File: src/logic/pthp_regs.vh
// Register map, field positions, reset values and timing for pthp
`ifndef PTHP_REGS_VH
`define PTHP_REGS_VH

// Register indexes; byte address is four times the index
`define PTHP_IDX_FORCE      8'hC6
`define PTHP_IDX_INTERVAL   8'hC7
`define PTHP_IDX_BINDING    8'hC8
`define PTHP_IDX_CONFIG     8'hD0
`define PTHP_IDX_STATUS     8'hD1

// Throttle force register fields
`define PTHP_FORCE_DUTY_LSB 0
`define PTHP_FORCE_DUTY_MSB 3
`define PTHP_FORCE_A_BIT    6
`define PTHP_FORCE_B_BIT    7
`define PTHP_FORCE_WMASK    8'hCF

// Interval register fields
`define PTHP_INT_A_LSB      0
`define PTHP_INT_B_LSB      4
`define PTHP_INT_MAX_CODE   4'h9

// Config register fields
`define PTHP_CFG_SHORT_BIT  0

// Reset values
`define PTHP_RST_FORCE      8'h00
`define PTHP_RST_INTERVAL   8'h11
`define PTHP_RST_BINDING    8'h00
`define PTHP_RST_CONFIG     8'h00

// Timing: core clock, throttle tick rate, waveform shape
`define PTHP_CLK_HZ         200000000
`define PTHP_TICK_HZ        22500
`define PTHP_PERIOD_TICKS   7'd80
`define PTHP_DUTY_STEP      7'd5

`endif

File: src/logic/pthp_top.v
// Processor throttle waveform generator and fan one source binding
//
// Summary of operation
// - Waveform period is 80 ticks at 22.5 kHz
// - Asserted ticks equal (duty code + 1) times five
// - Force bit 6 throttles cpu a hot line
// - Force bit 7 throttles cpu b hot line
// - Shorted lines: either force drives both outputs
// - Interval fields: bits 3:0 cpu a, 7:4 b
// - Codes 0-9 double from 0.73 s; A-F reserved
// - Binding bits 0-3 attach zones a-d
// - Binding bits 4-5 attach cpu hot inputs
// - Binding bits 6-7 attach regulator hot inputs
// - Several bound sources: largest duty wins
// - Zones use lookup; hot inputs use ramps
`timescale 1ns/1ps
`include "pthp_regs.vh"

module pthp_top #(
   parameter TICK_DIV = `PTHP_CLK_HZ / `PTHP_TICK_HZ // Core clocks per tick
) (
   input  wire        pclk,
   input  wire        presetn,
   input  wire        ce,
   input  wire        psel,
   input  wire        penable,
   input  wire        pwrite,
   input  wire [11:0] paddr,
   input  wire [31:0] pwdata,
   output wire [31:0] prdata,
   output wire        pready,
   output wire        pslverr,
   input  wire        cpu_a_hot_in,
   output wire        cpu_a_hot_out,
   output wire        cpu_a_hot_oe_n,
   input  wire        cpu_b_hot_in,
   output wire        cpu_b_hot_out,
   output wire        cpu_b_hot_oe_n,
   input  wire [1:0]  regulator_hot_inputs,
   input  wire [31:0] zone_lookup_duty,
   input  wire [7:0]  hot_ramp_duty,
   output wire [7:0]  fan_output_one,
   output wire        fan_ramp_request,
   output wire [3:0]  monitor_interval_cpu_a,
   output wire [3:0]  monitor_interval_cpu_b,
   output wire        interval_reserved
);

   // Width of the tick divider counter
   localparam DIV_W = 14;
   // End count of the divider; worked out at 32 bits and then cut to
   // the counter width on purpose, which holds the default count
   localparam [31:0]      DIV_LAST_32 = TICK_DIV - 1;
   localparam [DIV_W-1:0] DIV_LAST    = DIV_LAST_32[DIV_W-1:0];

   // Asserted length of one period for a duty code
   function [6:0] duty_ticks;
      input [3:0] code;
      begin
         duty_ticks = ({3'h0, code} + 7'h01) * `PTHP_DUTY_STEP;
      end
   endfunction

   // Larger of two duty requests
   function [7:0] max8;
      input [7:0] a;
      input [7:0] b;
      begin
         max8 = (a > b) ? a : b;
      end
   endfunction

   // Byte address of a register index
   function [11:0] reg_addr;
      input [7:0] idx;
      begin
         reg_addr = {2'h0, idx, 2'h0};
      end
   endfunction

   // Software-visible registers
   reg  [7:0]       force_ff;       // Throttle force and duty select
   reg  [7:0]       interval_ff;    // Monitoring intervals
   reg  [7:0]       binding_ff;     // Fan one source binding
   reg  [7:0]       config_ff;      // Line shorting configuration
   // Bus answer flops
   reg  [31:0]      prdata_ff;
   reg              pready_ff;
   reg              pslverr_ff;
   // Tick generation and waveform phase
   reg  [DIV_W-1:0] div_ff;         // Core clocks within a tick
   reg  [6:0]       phase_ff;       // Ticks within a period
   // Pin outputs
   reg              a_oe_n_ff;
   reg              b_oe_n_ff;
   reg              hot_out_ff;     // Open drain only ever pulls low
   // Three-stage pin synchronisers, cpu a, cpu b, reg a, reg b
   reg  [3:0]       s1_ff;
   reg  [3:0]       s2_ff;
   reg  [3:0]       s3_ff;
   reg  [3:0]       pin_ff;         // Settled pin levels, high = hot
   // Fan one outputs
   reg  [7:0]       fan_ff;
   reg              ramp_ff;
   reg              rsv_ff;         // Reserved interval code present

   // Combinational next values
   reg  [7:0]       nxt_prdata;
   reg              nxt_slverr;
   reg  [7:0]       nxt_fan;
   reg              nxt_ramp;
   reg  [7:0]       zd;
   integer          i;
   integer          j;              // Loop index of the fan process only

   wire tick      = (div_ff == DIV_LAST);
   wire wave_on   = (phase_ff < duty_ticks(force_ff[3:0]));
   wire force_a   = force_ff[`PTHP_FORCE_A_BIT];
   wire force_b   = force_ff[`PTHP_FORCE_B_BIT];
   wire shorted   = config_ff[`PTHP_CFG_SHORT_BIT];
   wire drive_a   = wave_on & (force_a | (shorted & force_b));
   wire drive_b   = wave_on & (force_b | (shorted & force_a));
   wire setup     = psel & ~penable;
   wire wr_commit = psel & penable & pready_ff & pwrite;
   // Status: settled pins, waveform phase and ramp request
   wire [7:0] status = {2'h0, ramp_ff, wave_on, pin_ff};

   // Bus setup cycle: decode address and prepare the answer
   always @* begin
      nxt_slverr = 1'b0;
      case (paddr)
         reg_addr(`PTHP_IDX_FORCE):    nxt_prdata = force_ff;
         reg_addr(`PTHP_IDX_INTERVAL): nxt_prdata = interval_ff;
         reg_addr(`PTHP_IDX_BINDING):  nxt_prdata = binding_ff;
         reg_addr(`PTHP_IDX_CONFIG):   nxt_prdata = config_ff;
         reg_addr(`PTHP_IDX_STATUS):   nxt_prdata = status;
         default: begin
            // Unmapped: read zero, flag an error
            nxt_prdata = 8'h00;
            nxt_slverr = 1'b1;
         end
      endcase
   end

   // Bus slave: no wait state, answer raised in the access phase
   always @(posedge pclk or negedge presetn) begin
      if (!presetn) begin
         prdata_ff  <= 32'h0000_0000;
         pready_ff  <= 1'b0;
         pslverr_ff <= 1'b0;
      end else if (ce) begin
         pready_ff <= setup;
         if (setup) begin
            // Read data is sampled once, so it is stable for the access
            prdata_ff  <= pwrite ? 32'h0000_0000 : {24'h0, nxt_prdata};
            pslverr_ff <= nxt_slverr;
         end else begin
            prdata_ff  <= 32'h0000_0000;
            pslverr_ff <= 1'b0;
         end
      end
   end

   // Register writes take effect at the completing edge only
   always @(posedge pclk or negedge presetn) begin
      if (!presetn) begin
         force_ff    <= `PTHP_RST_FORCE;
         interval_ff <= `PTHP_RST_INTERVAL;
         binding_ff  <= `PTHP_RST_BINDING;
         config_ff   <= `PTHP_RST_CONFIG;
      end else if (ce && wr_commit) begin
         case (paddr)
            reg_addr(`PTHP_IDX_FORCE):
               // Reserved bits stay zero
               force_ff <= pwdata[7:0] & `PTHP_FORCE_WMASK;
            reg_addr(`PTHP_IDX_INTERVAL):
               // Changing this while measuring corrupts the count
               interval_ff <= pwdata[7:0];
            reg_addr(`PTHP_IDX_BINDING):
               binding_ff <= pwdata[7:0];
            reg_addr(`PTHP_IDX_CONFIG):
               // Only the shorting bit is implemented
               config_ff <= {7'h00, pwdata[`PTHP_CFG_SHORT_BIT]};
            default: begin
               // Unmapped writes are dropped
            end
         endcase
      end
   end

   // Tick divider and 80-tick period counter
   always @(posedge pclk or negedge presetn) begin
      if (!presetn) begin
         div_ff   <= {DIV_W{1'b0}};
         phase_ff <= 7'h00;
      end else if (ce) begin
         if (tick) begin
            div_ff <= {DIV_W{1'b0}};
            // Wrap after the last tick of the period
            if (phase_ff == `PTHP_PERIOD_TICKS - 7'h01)
               phase_ff <= 7'h00;
            else
               phase_ff <= phase_ff + 7'h01;
         end else begin
            div_ff <= div_ff + {{(DIV_W-1){1'b0}}, 1'b1};
         end
      end
   end

   // Hot line drivers; enable low pulls the line
   always @(posedge pclk or negedge presetn) begin
      if (!presetn) begin
         a_oe_n_ff  <= 1'b1;
         b_oe_n_ff  <= 1'b1;
         hot_out_ff <= 1'b0;
      end else if (ce) begin
         a_oe_n_ff  <= ~drive_a;
         b_oe_n_ff  <= ~drive_b;
         hot_out_ff <= 1'b0;
      end
   end

   // Pin synchronisers; a level counts once stages two and three agree
   always @(posedge pclk or negedge presetn) begin
      if (!presetn) begin
         s1_ff  <= 4'h0;
         s2_ff  <= 4'h0;
         s3_ff  <= 4'h0;
         pin_ff <= 4'h0;
      end else if (ce) begin
         // Lines are active low; store high for hot
         s1_ff <= ~{regulator_hot_inputs[1], regulator_hot_inputs[0],
                    cpu_b_hot_in, cpu_a_hot_in};
         s2_ff <= s1_ff;
         s3_ff <= s2_ff;
         for (i = 0; i < 4; i = i + 1) begin
            if (s2_ff[i] == s3_ff[i])
               pin_ff[i] <= s3_ff[i];
         end
      end
   end

   // Fan one: largest request among bound sources
   always @* begin
      nxt_fan = 8'h00;
      zd      = 8'h00;
      // Zones feed their lookup result directly
      // Own index, so the clocked loop keeps sole ownership of i
      for (j = 0; j < 4; j = j + 1) begin
         zd = zone_lookup_duty[j*8 +: 8];
         if (binding_ff[j])
            nxt_fan = max8(nxt_fan, zd);
      end
      // Hot inputs act only through the ramp logic
      nxt_ramp = (binding_ff[4] & pin_ff[0])
               | (binding_ff[5] & pin_ff[1])
               | (binding_ff[6] & pin_ff[2])
               | (binding_ff[7] & pin_ff[3]);
      if (binding_ff[7:4] != 4'h0)
         nxt_fan = max8(nxt_fan, hot_ramp_duty);
   end

   // Fan one output flops
   always @(posedge pclk or negedge presetn) begin
      if (!presetn) begin
         fan_ff  <= 8'h00;
         ramp_ff <= 1'b0;
      end else if (ce) begin
         fan_ff  <= nxt_fan;
         ramp_ff <= nxt_ramp;
      end
   end

   // Reserved interval code flag, held in a flop so the output is clean
   // Trails an interval write by one clock; software never sees the gap
   always @(posedge pclk or negedge presetn) begin
      if (!presetn) begin
         rsv_ff <= 1'b0;
      end else if (ce) begin
         rsv_ff <= (interval_ff[3:0] > `PTHP_INT_MAX_CODE) |
                   (interval_ff[7:4] > `PTHP_INT_MAX_CODE);
      end
   end

   // Outputs, all straight from flops
   assign prdata                 = prdata_ff;
   assign pready                 = pready_ff;
   assign pslverr                = pslverr_ff;
   assign cpu_a_hot_out          = hot_out_ff;
   assign cpu_b_hot_out          = hot_out_ff;
   assign cpu_a_hot_oe_n         = a_oe_n_ff;
   assign cpu_b_hot_oe_n         = b_oe_n_ff;
   assign fan_output_one         = fan_ff;
   assign fan_ramp_request       = ramp_ff;
   // Interval fields go to the measurement logic outside
   assign monitor_interval_cpu_a = interval_ff[3:0];
   assign monitor_interval_cpu_b = interval_ff[7:4];
   // Reserved codes A-F are flagged, not corrected
   assign interval_reserved      = rsv_ff;

endmodule // pthp_top

File: config.mk
export PLATFORM = sky130hd
export DESIGN_NAME = pthp_top
export DESIGN_NICKNAME = d
export VERILOG_FILES = /design/src/logic/pthp_top.v
export VERILOG_INCLUDE_DIRS = /design/src /design/src/logic
export SDC_FILE = /design/constraint.sdc
export NUM_CORES = 1
export LEC_CHECK = 0
export BUFFER_PORTS_ARGS = -buffer_cell sky130_fd_sc_hd__buf_2
export CORE_ASPECT_RATIO = 1.1
export CORE_MARGIN = 4
export CORE_UTILIZATION = 30
export CTS_CLUSTER_DIAMETER = 100
export DETAILED_ROUTE_END_ITERATION = 10
export SETUP_SLACK_MARGIN = 0.02
export SYNTH_ARGS = -nofsm -noshare
export SYNTH_HDL_FRONTEND = slang
export SYNTH_SLANG_ARGS = --single-unit
File: constraint.sdc
create_clock -name pclk -period 6.23 [get_ports pclk]
set_input_delay 0.9345 -clock pclk [delete_from_list [all_inputs] [get_ports pclk]]
set_output_delay 0.9345 -clock pclk [all_outputs]
set_load 0.05 [all_outputs]
Yosys cells after proc, flatten, opt, wreduce, memory -nomap -nowiden --
Cells that the tools add are included.
Storage, ports and cells: register bits 106, bits in latches 0, RAM bits 0, bits in read-only memories 0, bits of input ports 94, output and inout bits 56, logic and storage cells 95, memories kept 0
Cells by class: add/sub/neg operators 3, multiply operators 1, div/mod/pow operators 0, order comparisons 8, equality and inequality tests 11, shift operators 0, mux-type cells 17, bitwise logic cells 22, reductions and logical operators 12
Operator list (number):
- 2-to-1 mux 8 bit | 12
- equality test 12 x 10 -> 1 bit (second input constant) | 5
- case mux 8 bit (5 select lines) | 1
- > comparator 8 bit | 4
- AND reduction 2 bit | 9
- adder 14 x 1 -> 14 bit (second input constant) | 1
- equality test 14 bit (second input constant) | 1
- 2-to-1 mux 14 bit | 1
- bitwise AND 1 bit | 12
- > comparator 1 x 8 -> 1 bit (first input constant) | 1
- > comparator 4 bit (second input constant) | 2
- adder 7 x 1 -> 7 bit (second input constant) | 1
- equality test 7 bit (second input constant) | 1
- < comparator 7 bit | 1
- multiplier 5 x 3 -> 7 bit (second input constant) | 1
- 2-to-1 mux 7 bit | 1
- bitwise OR 1 bit | 6
- adder 4 x 1 -> 5 bit (second input constant) | 1
- OR reduction 5 bit | 1
- equality test 1 bit | 4
- inverter 4 bit | 1
- nonzero test 4 bit | 1
- inverter 1 bit | 3
- 2-to-1 mux 1 bit | 2
- logical AND 1 bit | 1

Logic depth before layout (Yosys ltp) --
Gate-level depths: netlist of run 1.
depth after elaboration 15, mapped depth 30, mapped depth without buffers 27

Worst setup path before layout of run 1 --
OpenSTA, ideal clock, no wires.
kind input port to flip-flop, start input port zone_lookup_duty[7], end register fan_ff[2], in the netlist fan_output_one[2], library setup time 0.135 ns, arrival time 6.927 ns, required time 6.095 ns, setup slack -0.832 ns, cell stages on the path 30, path buffers 3, path through and2_1 ha_1 and4_1 a21boi_0 a31o_2 a21boi_0 or2_2 ha_1 a211oi_1 nor2_2 and4bb_4 or2_0 buf_4 buf_6 mux2_2 ha_1 nand4_1 nor2_1 a21oi_1 nor3b_2 buf_4 mux2i_1 nor2_1 ha_1 nor2b_1 o211ai_1 a21oi_1 o22ai_1 a21o_1 o31ai_1
Between the ends: cells in the longest elaborated chain, start to end 15
RTL lines:
- start: declaration | line pthp_top.v:40 | input wire [31:0] zone_lookup_duty,
- > comparator 1 x 8 -> 1 bit | line pthp_top.v:69 | max8 = (a > b) ? a : b;
- 2-to-1 mux 8 bit * | line pthp_top.v:69
- 2-to-1 mux 8 bit * | line pthp_top.v:251 | if (binding_ff[j])
- > comparator 8 bit | line pthp_top.v:69
- 2-to-1 mux 8 bit | line pthp_top.v:69
- 2-to-1 mux 8 bit * | line pthp_top.v:251
- > comparator 8 bit | line pthp_top.v:69
- 2-to-1 mux 8 bit | line pthp_top.v:69
- 2-to-1 mux 8 bit * | line pthp_top.v:251
- > comparator 8 bit | line pthp_top.v:69
- 2-to-1 mux 8 bit | line pthp_top.v:69
- 2-to-1 mux 8 bit * | line pthp_top.v:251
- > comparator 8 bit | line pthp_top.v:69
- 2-to-1 mux 8 bit | line pthp_top.v:69
- 2-to-1 mux 8 bit * | line pthp_top.v:259 | if (binding_ff[7:4] != 4'h0)
- end signal: assignment | line pthp_top.v:269 | fan_ff <= nxt_fan;
- end: declaration | line pthp_top.v:103 | reg [7:0] fan_ff;
Mark *: on every way between the ends. The rest lies on a longest branch, timed or not. A chain may end at the register's enable or synchronous reset.

Final worst setup path of run 1 --
start input port zone_lookup_duty[1], end register fan_ff[0], in the netlist fan_output_one[0]
Same word-level chain as after synthesis.

==> results.md, run 1 <==
| Step | Parameter | Reported |
| --- | --- | --- |
| outcome | Status | finished, violations left |
| outcome | Violations in the final reports | negative setup slack |
| sta | Share of the clock period used by the worst path after layout | 101.1% |
| logic synthesis | Asr flop ratio synth | 100.0% |
| route | Total met3 wirelength after detailed routing | 884 µm |
| flow run | Max-cap violations | 0 |
| clock tree | Register clock-pin slew on the reported worst setup and hold paths | 70 ps |
| critical path | CP Launch Point | zone_lookup_duty[1] |
| layout | Net count reported at finish | 900 |
| sta | Final worst path period need | 6296 ps |
| critical path | Slowest stage delay, CP | 310 ps |
| clock tree | Later-pin clock latency in the skew report | 340 ps |
| power and ir drop | Largest voltage drop on the vdd net | 112.7 µV |
| layout | Layout Cell Area excl Fill | 7767 µm² |
| logic synthesis | EDFF count, synth | 0 |
| critical path | Critical path endpoint category | flop |
| layout | Growth of design area from synthesis to finish | 37.31% |
| min path | Worst hold-check path type | reg2reg |
| critical path | Crit path launch type | input port |
| clock tree | Root buffer selected by CTS | clkbuf_16 |
| critical path | Most used cell along the critical path | buf_6 |
| layout | FF/Latch Area | 2057 µm² |
| critical path | Data required time of the worst path | 6430 ps |
| logic synthesis | Main synth FF type | dfrtp_1 |
| placement | Number of instances in the placed design | 981 |
| route | Initial drt markers | 215 |
| floorplan | Core region area | 18,480 µm² |
| sta | Worst max-slew margin expressed relative to the limit | 28.66% |
| logic synthesis | Register bit count reported by yosys | 82 |
| layout | Post-route non-filler standard cell count | 1,006 |
| floorplan | Die Wd | 138.9 µm |
| route | Residual antenna-violating net count after detailed routing | 0 |
| layout | Commonest cells after routing, fill and taps aside | buf_2, dfrtp_1, buf_4 |
| route | Sum of met2 wire segment lengths after detailed routing | 7516 µm |
| critical path | Startpoint of the lowest-slack register-to-register path | binding_ff[0]$_DFFE_PN0P_ |
| global route | Tot GR Track Use | 14.40% |
| layout | Commonest non-fill, non-tap cell in the layout | buf_2 |
| logic synthesis | Yosys warnings | 0 |
| power and ir drop | Static Leakage | 3.786 nW |
| layout | Antenna diode count | 0 |
| floorplan | Initial core utilization | 30.61% |
| sta | Hold Fails Final Rpt | 0 |
| sta | Final-layout setup total negative slack | -279.0 ps |
| min path | Startpoint of the lowest-slack hold path | fan_output_one[6]$_DFFE_PN0P_ |
| sta | RSZ-0062 raised after global routing | yes |
| route | Total wirelength of the detailed-routed design | 15,600 µm |
| route | Highest layer used for signal routing | met5 |
| clock tree | CTS tree | built |
| sta | Final slew viol count | 0 |
| sta | Final setup vio count | 8 |
| route | Vias per cell | 4.882 |
| route | Length of routed wiring on met1 | 6841 µm |
| power and ir drop | Power Dens Cells | 180.6 nW/µm² |
| placement | RD Place Congestion | 0.8807 |
| floorplan | Row count | 52 |
| clock tree | Clock Sinks | 82 |
| logic synthesis | Cells after Synth | 581 |
| logic synthesis | Sequential area share after synthesis | 36.36% |
| global route | Largest net degree at the start of global routing | 83 |
| clock tree | CTS max path bufs | 2 |
| floorplan | Die footprint | 21,120 µm² |
| floorplan | Die Y-Extent | 152.0 µm |
| route | DR vias | 4,911 |
| critical path | Cell depth of the worst flop-to-flop path | 33 |
| critical path | Arrival @ worst endpoint | 6490 ps |
| route | DRC violation count after routing | 0 |
| critical path | Crit Path Max Fanout | 8 |
| global route | Via count of the first global-routing pass | 4,942 |
| clock tree | Number of CTS-inserted buffers | 9 |
| layout | Multi-input gate area in the final layout | 3747 µm² |
| min path | Count of cells along the worst hold path | 2 |
| route | Number of iterations in the first detailed-routing pass | 6 |
| logic synthesis | Cell Area, Synth | 5657 µm² |
| layout | Fill count | 1,810 |
| clock tree | H-tree depth | 3 |
| sta | Maximum clock rate | 0.1588 GHz |
| global route | Overflow left after global routing | 0 |
| placement | Placed instance area | 6980 µm² |
| sta | Worst clock skew on the final layout | 10.50 ps |
| layout | Share of cells above drive strength 1 | 41.94% |
| critical path | Slowest cell on the critical path | mux2_4 |
| global route | Global-route wire length before repair | 25,300 µm |
| route | Wire per inst | 15.51 µm |
| sta | Final critical-path setup slack | -66.43 ps |
| global route | Antenna violations before repair | 1 |
| placement | Number of buffers inserted by port buffering | 99 |
| logic synthesis | Count of unique library cells instantiated by Yosys | 72 |
| logic synthesis | Average footprint of a synthesized cell | 9.736 µm² |
| sta | Worst Tran Pin Value | 1043 ps |
| floorplan | Boundary Pins | 150 |
| critical path | CP Class | in2reg |
| placement | Post-DP HPWL | 12,250 µm |
==> synth_stat cells (all sizes together), types with 3 or more instances <==
master / number / area share, %
nor4: 12 / 1.9
nand3: 11 / 1.1
or2: 10 / 1.1
mux2i: 9 / 1.6
a21boi: 8 / 1.1
a21oi: 23 / 2.0
and3: 8 / 0.88
nand3b: 3 / 0.40
ha: 47 / 10
o21a: 9 / 1.2
nor2b: 5 / 0.55
nand2: 28 / 1.9
inv: 46 / 3.1
and2: 10 / 1.1
a21o: 9 / 1.2
xor2: 7 / 1.1
dfstp: 4 / 1.9
o21ai: 37 / 3.3
o31ai: 10 / 1.6
nand4: 11 / 1.2
dfrtp: 78 / 35
mux2: 34 / 6.8
a22oi: 4 / 0.53
nor3: 12 / 1.1
buf: 31 / 4.1
a32oi: 8 / 1.2
o211ai: 4 / 0.53
clkbuf: 9 / 0.60
a31oi: 5 / 0.66
nand2b: 3 / 0.33
a222oi: 3 / 0.53
xnor2: 9 / 1.4
nor2: 33 / 2.6
o2bb2ai: 10 / 1.5
==> critical path, delay by kind of cell <==
family,cells,cell delay (ps)
buffers and inverters,7,1040
and+or+nand+nor,12,1970
muxes,2,400
adders and majority gates,4,970
AOI/OAI and AO/OA,9,1180
==> metal layers <==
metal,vias up,track usage [%]
met4,2,4.520
met3,24,3.615
li1,2427,-
met5,-,0
met2,119,24.07
met1,2339,18.33
==> registers in the layout, indices dropped and copies added, names as in the netlist, 4 cells and up <==
signal / count
s2_ff: 4
div_ff: 14
fan_output_one: 8
prdata: 8
force_ff: 6
binding_ff: 8
pin_ff: 4
interval_ff: 8
phase_ff: 7
s1_ff: 4
s3_ff: 4
==> timing repair <==
action	CTS	global route
setup endpoints to repair	8	8
gates resized for setup	37	35
buffers inserted	8	2
hold buffers	0	0
hold endpoints to repair	0	0
pin swaps	25	25
==> worst paths after layout <==
kind,to,slack [ps]
worst max-delay path,fan_output_one[0]$_DFFE_PN0P_,-70
worst min-delay path,fan_output_one[6]$_DFFE_PN0P_,490
worst max register to register,fan_output_one[0]$_DFFE_PN0P_,50
worst min register to register,fan_output_one[6]$_DFFE_PN0P_,490
max in group asynchronous,div_ff[8]$_DFFE_PN0P_,4780
min in group asynchronous,phase_ff[6]$_DFFE_PN0P_,770
==> layout make-up <==
class                   count  share of cell area, %
clock buffers              10                  3.077
clock inverters             6                  1.256
inverters                  47                  2.271
multi-input cells         437                  48.24
flip-flops and latches     82                  26.48
well taps                 243                  3.914
repair buffers            181                  14.76
==> logic make-up (layout without fill, tap and decap cells) <==
logic type                 count (synthesis)  count (layout)  synth area share, %
AOI/OAI and AO/OA                        141             141                17.12
xor gates and xnor gates                  16              16                2.477
adders and majority gates                 48              48                10.75
buffers and inverters                     87             244                7.786
DFF                                       82              82                36.36
muxes                                     43              43                8.361
other                                      1              26              0.06629
and+or+nand+nor                          163             163                17.08
==> power breakdown <==
part | switching, W | internal (W)
combinational | 0.000124 | 0.0000720
sequential | 0.0000470 | 0.000571
clock | 0.000222 | 0.000368
total | 0.000393 | 0.00101
==> metrics by stage <==
stage	hold slack [ps]	util [%]	total power, W	setup slack, ps
after CTS	488.2	41.07	0.001413	-62.85
after global routing	499.5	42.04	0.001463	-395.5
after floorplan	447.6	-	0.0007476	-341.7
after detailed placement	472.0	37.78	0.0008133	-689.9
after global placement	464.9	37.78	0.0008086	-698.2
final	486.8	42.04	0.001403	-66.43
Note: power is estimated with default switching activity, not from simulation.
==> run 2: changes to the inputs <==
==> constraint.sdc (replaced) <==
create_clock -name pclk -period 6.23 [get_ports pclk]
set_input_delay 1.246 -clock pclk [delete_from_list [all_inputs] [get_ports pclk]]
set_output_delay 1.246 -clock pclk [all_outputs]
set_load 0.05 [all_outputs]
==> run 2 against run 1 <==
  * The run still ends with negative setup slack left
  * Maximum frequency decreased by 4.3%
  * Register-to-register slack improved by 50 ps
  * Worst setup slack got worse by 280 ps
  * Die area unchanged
  * Hold slack got worse by 2.9 ps
  * Clock power decreased by 6.4%
  * Sequential cell count unchanged
  * Utilization decreased by 0.68 points
  * Clock-buffer cell count decreased by 1
  * Combinational power about the same
  * Largest cell class unchanged
  * Largest power group unchanged
  * Highest routed layer is now met4
==> results.md, run 2 (synthesis gave the netlist of run 1 again) <==
| Step | Parameter | Reported | Change |
| --- | --- | --- | --- |
| outcome | Status | finished, violations left | unchanged |
| outcome | Violations in the final reports | negative setup slack | unchanged |
| layout | Commonest cells after routing, fill and taps aside | buf_2, dfrtp_1, buf_4 | unchanged |
| route | DR vias | 4,876 | was 4,911 |
| layout | Core occupancy in the finished layout | 41.36% | was 42.04% |
| sta | Share of the clock period used by the worst path after layout | 105.6% | was 101.1% |
| placement | Number of instances in the placed design | 981 | unchanged |
| flow run | Max-cap violations | 0 | unchanged |
| critical path | Crit Path Max Fanout | 8 | unchanged |
| sta | Final worst path period need | 6581 ps | was 6296 ps |
| layout | Post-route non-filler standard cell count | 1,004 | was 1,006 |
| critical path | Startpoint of the lowest-slack register-to-register path | binding_ff[0]$_DFFE_PN0P_ | unchanged |
| power and ir drop | Switching part of the total | 29.44% | was 28.00% |
| critical path | Slowest stage delay, CP | 340 ps | was 310 ps |
| layout | Flip-flop count of the largest register after layout | 14 | unchanged |
| global route | Tot GR Track Use | 14.73% | was 14.40% |
| power and ir drop | Power Dens Cells | 178.0 nW/µm² | was 180.6 nW/µm² |
| placement | Placed instance area | 6980 µm² | unchanged |
| critical path | CP Class | in2reg | unchanged |
| critical path | R2r setup slk | 100 ps | was 50 ps |
| critical path | Most used cell along the critical path | buf_6 | unchanged |
| floorplan | Initial core utilization | 30.61% | unchanged |
| clock tree | Root buffer selected by CTS | clkbuf_16 | unchanged |
| min path | Worst hold-check path type | reg2reg | unchanged |
| clock tree | H-tree depth | 3 | unchanged |
| power and ir drop | Power consumption | 0.001361 W | was 0.001403 W |
| sta | Worst max-slew margin expressed relative to the limit | 29.15% | was 28.66% |
| sta | Final-layout setup total negative slack | -2560 ps | was -279.0 ps |
| route | DRC violation count after routing | 0 | unchanged |
| clock tree | CTS max path bufs | 2 | unchanged |
| route | Total wirelength of the detailed-routed design | 15,540 µm | was 15,600 µm |
| critical path | Arrival @ worst endpoint | 6830 ps | was 6490 ps |
| clock tree | CTS tree | built | unchanged |
| sta | Maximum clock rate | 0.1520 GHz | was 0.1588 GHz |
| layout | Register name with the most flops | div_ff | unchanged |
| sta | Final setup vio count | 8 | unchanged |
| floorplan | Row count | 52 | unchanged |
| critical path | Cell depth of the worst flop-to-flop path | 31 | was 33 |
| layout | Antenna diode count | 0 | unchanged |
| sta | RSZ-0062 raised after global routing | yes | unchanged |
| power and ir drop | Flop pwr share | 45.3% | was 44.0% |
| critical path | Capture point of the critical path | fan_output_one[3]$_DFFE_PN0P_ | was fan_output_one[0]$_DFFE_PN0P_ |
| layout | Fill count | 1,842 | was 1,810 |
| clock tree | Register clock-pin slew on the reported worst setup and hold paths | 70 ps | about the same |
| route | Wire per inst | 15.48 µm | was 15.51 µm |
| layout | Net count reported at finish | 898 | was 900 |
| power and ir drop | Static Leakage | 3.756 nW | was 3.786 nW |
| power and ir drop | Internal power consumption | 0.0009601 W | was 0.001010 W |
| sta | Final critical-path setup slack | -350.6 ps | was -66.43 ps |
| placement | Post-DP HPWL | 12,220 µm | was 12,250 µm |
| sta | Worst clock skew on the final layout | 11.32 ps | was 10.50 ps |
| layout | Commonest non-fill, non-tap cell in the layout | buf_2 | unchanged |
| clock tree | Number of CTS-inserted buffers | 9 | unchanged |
| route | Residual antenna-violating net count after detailed routing | 0 | unchanged |
| floorplan | Core region area | 18,480 µm² | unchanged |
| route | Vias per cell | 4.857 | was 4.882 |
| critical path | Data required time of the worst path | 6470 ps | was 6430 ps |
| global route | Global-route wire length before repair | 25,720 µm | was 25,300 µm |
| critical path | CP Launch Point | zone_lookup_duty[1] | unchanged |
| layout | Growth of design area from synthesis to finish | 35.10% | was 37.31% |
| sta | Hold Fails Final Rpt | 0 | unchanged |
| global route | Overflow left after global routing | 0 | unchanged |
| floorplan | Die Y-Extent | 152.0 µm | unchanged |
| clock tree | Cts-stage hold buffer count | 0 | unchanged |
| floorplan | Boundary Pins | 150 | unchanged |
| global route | Via count of the first global-routing pass | 4,992 | was 4,942 |
| critical path | RR Endpoint | fan_output_one[3]$_DFFE_PN0P_ | was fan_output_one[0]$_DFFE_PN0P_ |
| power and ir drop | Share of total power in combinational logic | 14.2% | was 14.0% |
| route | Number of iterations in the first detailed-routing pass | 4 | was 6 |
| layout | Share of cells above drive strength 1 | 41.13% | was 41.94% |
| critical path | Critical path endpoint category | flop | unchanged |
| sta | Final slew viol count | 0 | unchanged |
| placement | Number of buffers inserted by port buffering | 99 | unchanged |
| clock tree | Later-pin clock latency in the skew report | 340 ps | about the same |
| floorplan | Die footprint | 21,120 µm² | unchanged |
| route | Initial drt markers | 192 | was 215 |
| critical path | Slowest cell on the critical path | ha_1 | was mux2_4 |
| power and ir drop | Net switching power | 0.0004006 W | was 0.0003928 W |
| global route | Antenna violations before repair | 0 | was 1 |
| global route | Largest net degree at the start of global routing | 83 | unchanged |
| power and ir drop | Largest voltage drop on the vdd net | 102.9 µV | was 112.7 µV |
| floorplan | Die Wd | 138.9 µm | unchanged |
| critical path | Crit path launch type | input port | unchanged |
| placement | RD Place Congestion | 0.8772 | was 0.8807 |
| layout | Layout Cell Area excl Fill | 7642 µm² | was 7767 µm² |
| sta | Worst Tran Pin Value | 1063 ps | was 1043 ps |
| power and ir drop | Clock network fraction of design power | 40.6% | was 42.0% |
| clock tree | Clock Sinks | 82 | unchanged |
-- run 2: changes by cell type in the layout (fill, tap and decap cells not counted), sizes merged --
cell | before | now
buf | 181 | 179
inv | 48 | 50
bufinv | 2 | 1
clkbuf | 10 | 9
clkinv | 3 | 2
clkinvlp | 0 | 1
-- run 2: power by group through the flow --
stage | logic [W] | registers (W) | clock network [W]
final | 0.000193 | 0.000616 | 0.000552
after global routing | 0.000218 | 0.000622 | 0.000587
after CTS | 0.000193 | 0.000615 | 0.000565
after detailed placement | 0.000187 | 0.000625 | 0
after global placement | 0.000184 | 0.000624 | 0
after floorplan | 0.000132 | 0.000616 | 0
-- run 2: stage by stage --
step                      setup slack (ps)  hold WS (ps)
final                               -350.6         483.9
after global routing                -675.3         511.4
after global placement               -1010         465.0
after floorplan                     -653.2         447.6
after detailed placement            -989.3         468.3
after CTS                           -348.8         486.2
-- run 2: layout make-up --
type	instances	area, µm²	area share [%]
clock inverter	7	82.58	1.081
sequential	82	2057	26.92
timing repair buffer	179	1127	14.75
clock buffer	9	225.2	2.947
tap	243	304.0	3.978
inverter	47	176.4	2.308
multi-input combinational	437	3670	48.02
-- run 2: layer usage --
| metal | GRT usage [%] | wire length (µm) |
|---|---|---|
| met4 | 4.800 | 388 |
| met5 | 0 | 0 |
| met3 | 4.055 | 987 |
| met2 | 24.86 | 7427 |
| met1 | 18.26 | 6738 |
-- run 2: how the worst min path moves through the flow --
stage / from / to / slack (ps) / cells after the start
2_1_floorplan: s1_ff[0]$_DFFE_PN0P_ / s1_ff[0]$_DFFE_PN0P_ / 450 / 2
3_3_place_gp: fan_output_one[3]$_DFFE_PN0P_ / fan_output_one[3]$_DFFE_PN0P_ / 470 / 2
3_5_place_dp: prdata[6]$_DFFE_PN0P_ / prdata[6]$_DFFE_PN0P_ / 470 / 1
4_1_cts: prdata[6]$_DFFE_PN0P_ / prdata[6]$_DFFE_PN0P_ / 490 / 1
5_1_grt: fan_output_one[1]$_DFFE_PN0P_ / fan_output_one[1]$_DFFE_PN0P_ / 510 / 2
6_report: prdata[6]$_DFFE_PN0P_ / prdata[6]$_DFFE_PN0P_ / 480 / 1
-- run 2: what timing repair did --
action | in CTS | in global routing
buffers inserted | 6 | 1
pin swaps | 32 | 20
resized for setup | 42 | 19
setup endpoints to repair | 8 | 8
-- run 2: worst max-delay path, delay by kind of cell --
family                     cells  cell delay [ps]
muxes                          1              210
buffers and inverters          6              820
and+or+nand+nor               11             1810
adders and majority gates      4             1130
AOI/OAI and AO/OA             10             1600
==> run 3: changes to the inputs <==
- CTS_BUF_LIST: default -> sky130_fd_sc_hd__clkbuf_8
- PLACE_DENSITY: default -> 0.62
==> run 3 against run 2 <==
  * The flow still finishes with violations (negative setup slack)
  * Register-to-register slack worse by 210 ps
  * Die area unchanged
  * Critical path depth unchanged
  * Maximum frequency down 2.2%
  * First-iteration DRC count up 31%
  * Via count up 1.6%
  * Sequential share of layout area down 0.31 points
  * Cell count up 0.20%
  * Worst setup slack worse by 150 ps
==> results.md, run 3 (synthesis gave the netlist of run 1 again) <==
| Step | Parameter | Reported | Change |
| --- | --- | --- | --- |
| critical path | Crit Path Max Fanout | 8 | unchanged |
| layout | Commonest cells after routing, fill and taps aside | buf_2, dfrtp_1, buf_4 | unchanged |
| floorplan | Die footprint | 21,120 µm² | unchanged |
| critical path | Critical path endpoint category | flop | unchanged |
| layout | Net count reported at finish | 901 | was 898 |
| outcome | Violations in the final reports | negative setup slack | unchanged |
| global route | Via count of the first global-routing pass | 4,945 | was 4,992 |
| sta | Final-layout setup total negative slack | -3852 ps | was -2560 ps |
| placement | Minimum setup slack after placement | -1077 ps | was -989.3 ps |
| clock tree | Clock Sinks | 82 | unchanged |
| clock tree | H-tree depth | 3 | unchanged |
| route | Residual antenna-violating net count after detailed routing | 0 | unchanged |
| critical path | Slowest stage delay, CP | 310 ps | was 340 ps |
| route | DRC violation count after routing | 0 | unchanged |
| route | DR vias | 4,955 | was 4,876 |
| floorplan | Core region area | 18,480 µm² | unchanged |
| layout | Commonest non-fill, non-tap cell in the layout | buf_2 | unchanged |
| flow run | Max-cap violations | 0 | unchanged |
| sta | Worst clock skew on the final layout | 7.099 ps | was 11.32 ps |
| placement | Number of buffers inserted by port buffering | 99 | unchanged |
| floorplan | Boundary Pins | 150 | unchanged |
| outcome | Status | finished, violations left | unchanged |
| route | Total wirelength of the detailed-routed design | 15,930 µm | was 15,540 µm |
| sta | Worst Tran Pin Value | 1033 ps | was 1063 ps |
| global route | Antenna violations before repair | 1 | was 0 |
| clock tree | Later-pin clock latency in the skew report | 360 ps | was 340 ps |
| floorplan | Die Y-Extent | 152.0 µm | unchanged |
| critical path | Most used cell along the critical path | buf_6 | unchanged |
| sta | Share of the clock period used by the worst path after layout | 108.0% | was 105.6% |
| critical path | Arrival @ worst endpoint | 6970 ps | was 6830 ps |
| sta | Final slew viol count | 0 | unchanged |
| global route | Overflow left after global routing | 0 | unchanged |
| clock tree | Number of CTS-inserted buffers | 9 | unchanged |
| layout | Register name with the most flops | div_ff | unchanged |
| clock tree | CTS tree | built | unchanged |
| clock tree | Root buffer selected by CTS | clkbuf_8 | was clkbuf_16 |
| critical path | Crit path launch type | input port | unchanged |
| layout | Growth of design area from synthesis to finish | 36.70% | was 35.10% |
| sta | Worst max-slew margin expressed relative to the limit | 31.16% | was 29.15% |
| global route | Largest net degree at the start of global routing | 83 | unchanged |
| sta | Final worst path period need | 6730 ps | was 6581 ps |
| clock tree | CTS max path bufs | 2 | unchanged |
| route | Wire per inst | 15.84 µm | was 15.48 µm |
| layout | Layout Cell Area excl Fill | 7732 µm² | was 7642 µm² |
| layout | Antenna diode count | 0 | unchanged |
| power and ir drop | Power Dens Cells | 153.8 nW/µm² | was 178.0 nW/µm² |
| min path | Worst hold-check path type | reg2reg | unchanged |
| floorplan | Die Wd | 138.9 µm | unchanged |
| power and ir drop | Static Leakage | 3.762 nW | was 3.756 nW |
| layout | Flip-flop count of the largest register after layout | 14 | unchanged |
| clock tree | Cts-stage hold buffer count | 0 | unchanged |
| route | Vias per cell | 4.925 | was 4.857 |
| critical path | Data required time of the worst path | 6470 ps | about the same |
| placement | Post-DP HPWL | 12,120 µm | was 12,220 µm |
| floorplan | Row count | 52 | unchanged |
| route | Number of iterations in the first detailed-routing pass | 4 | unchanged |
| sta | Final setup vio count | 8 | unchanged |
| sta | Final critical-path setup slack | -499.7 ps | was -350.6 ps |
| global route | Tot GR Track Use | 14.41% | was 14.73% |
| clock tree | Register clock-pin slew on the reported worst setup and hold paths | 80 ps | was 70 ps |
| power and ir drop | Largest voltage drop on the vdd net | 86.34 µV | was 102.9 µV |
| placement | RD Place Congestion | 0.8636 | was 0.8772 |
| global route | Global-route wire length before repair | 24,900 µm | was 25,720 µm |
| critical path | Slowest cell on the critical path | nor3b_2 | was ha_1 |
| route | Sum of met2 wire segment lengths after detailed routing | 8039 µm | was 7427 µm |
| sta | Hold Fails Final Rpt | 0 | unchanged |
| floorplan | Initial core utilization | 30.61% | unchanged |
| route | Initial drt markers | 252 | was 192 |
| route | Length of routed wiring on met1 | 6691 µm | was 6738 µm |
| route | Total met3 wirelength after detailed routing | 842 µm | was 987 µm |
| placement | Placed instance area | 6968 µm² | was 6980 µm² |
| route | Highest layer used for signal routing | met5 | was met4 |
| power and ir drop | Power consumption | 0.001189 W | was 0.001361 W |
| critical path | CP Class | in2reg | unchanged |
| sta | RSZ-0062 raised after global routing | yes | unchanged |
| sta | Maximum clock rate | 0.1486 GHz | was 0.1520 GHz |
| layout | Share of cells above drive strength 1 | 42.33% | was 41.13% |
run 3: cell count changes in the layout (fill, tap and decap cells not counted), sizes merged:
cell and change:
buf +2, clkbuf +1, clkinv +1, clkinvlp -1
inv -1
run 3: repair_timing:
item	CTS	global route
setup endpoints to repair	8	8
resized for setup	32	47
pin swaps	36	39
buffers inserted	5	12
run 3: cell type report:
cell class,count,area [µm²]
clock inverters,6,60.06
flip-flops and latches,82,2057
clock buffers,9,123.9
fillers,1828,10750
repair buffers,182,1205
well taps,243,304.0
multi-input cells,437,3806
inverters,47,176.4
run 3: power breakdown:
group / total, W / switching, W / internal [W] / leakage [nW]
logic: 0.000197 / 0.000123 / 0.0000736 / 2.58
clock network: 0.000377 / 0.000196 / 0.000182 / 0.102
registers: 0.000615 / 0.0000449 / 0.000570 / 1.08
total: 0.00119 / 0.000364 / 0.000825 / 3.76
run 3: stage by stage:
stage,std cells,hold slack (ps),util (%)
after floorplan,606,447.6,-
after global placement,976,465.2,37.71
after detailed placement,976,468.7,37.71
after CTS,996,490.9,39.86
after global routing,1006,510.4,41.85
final,1006,486.8,41.85
run 3: final timing paths:
kind / startpoint / end / slack [ps] / cells past startpoint
max reg2reg: binding_ff[0]$_DFFE_PN0P_ / fan_output_one[5]$_DFFE_PN0P_ / -110 / 32
max: zone_lookup_duty[3] / fan_output_one[5]$_DFFE_PN0P_ / -500 / 32
min reg2reg: prdata[6]$_DFFE_PN0P_ / prdata[6]$_DFFE_PN0P_ / 490 / 1
min in group asynchronous: presetn / interval_reserved$_DFFE_PN0P_ / 1060 / 1
max in group asynchronous: presetn / binding_ff[6]$_DFFE_PN0P_ / 4510 / 1
min: prdata[6]$_DFFE_PN0P_ / prdata[6]$_DFFE_PN0P_ / 490 / 1
run 3: layer usage:
metal / track usage (%) / vias to the layer above
met5: 0 / -
met4: 4.194 / 2
met3: 2.986 / 23
met2: 25.18 / 118
met1: 17.94 / 2385
li1: - / 2427
run 3: worst max-delay path, delay by kind of cell:
kind	cells	cell delay, ps
buf+inv	5	760
simple gates	9	1640
mux	1	220
fa+ha+maj	4	1060
compound gates	13	2020
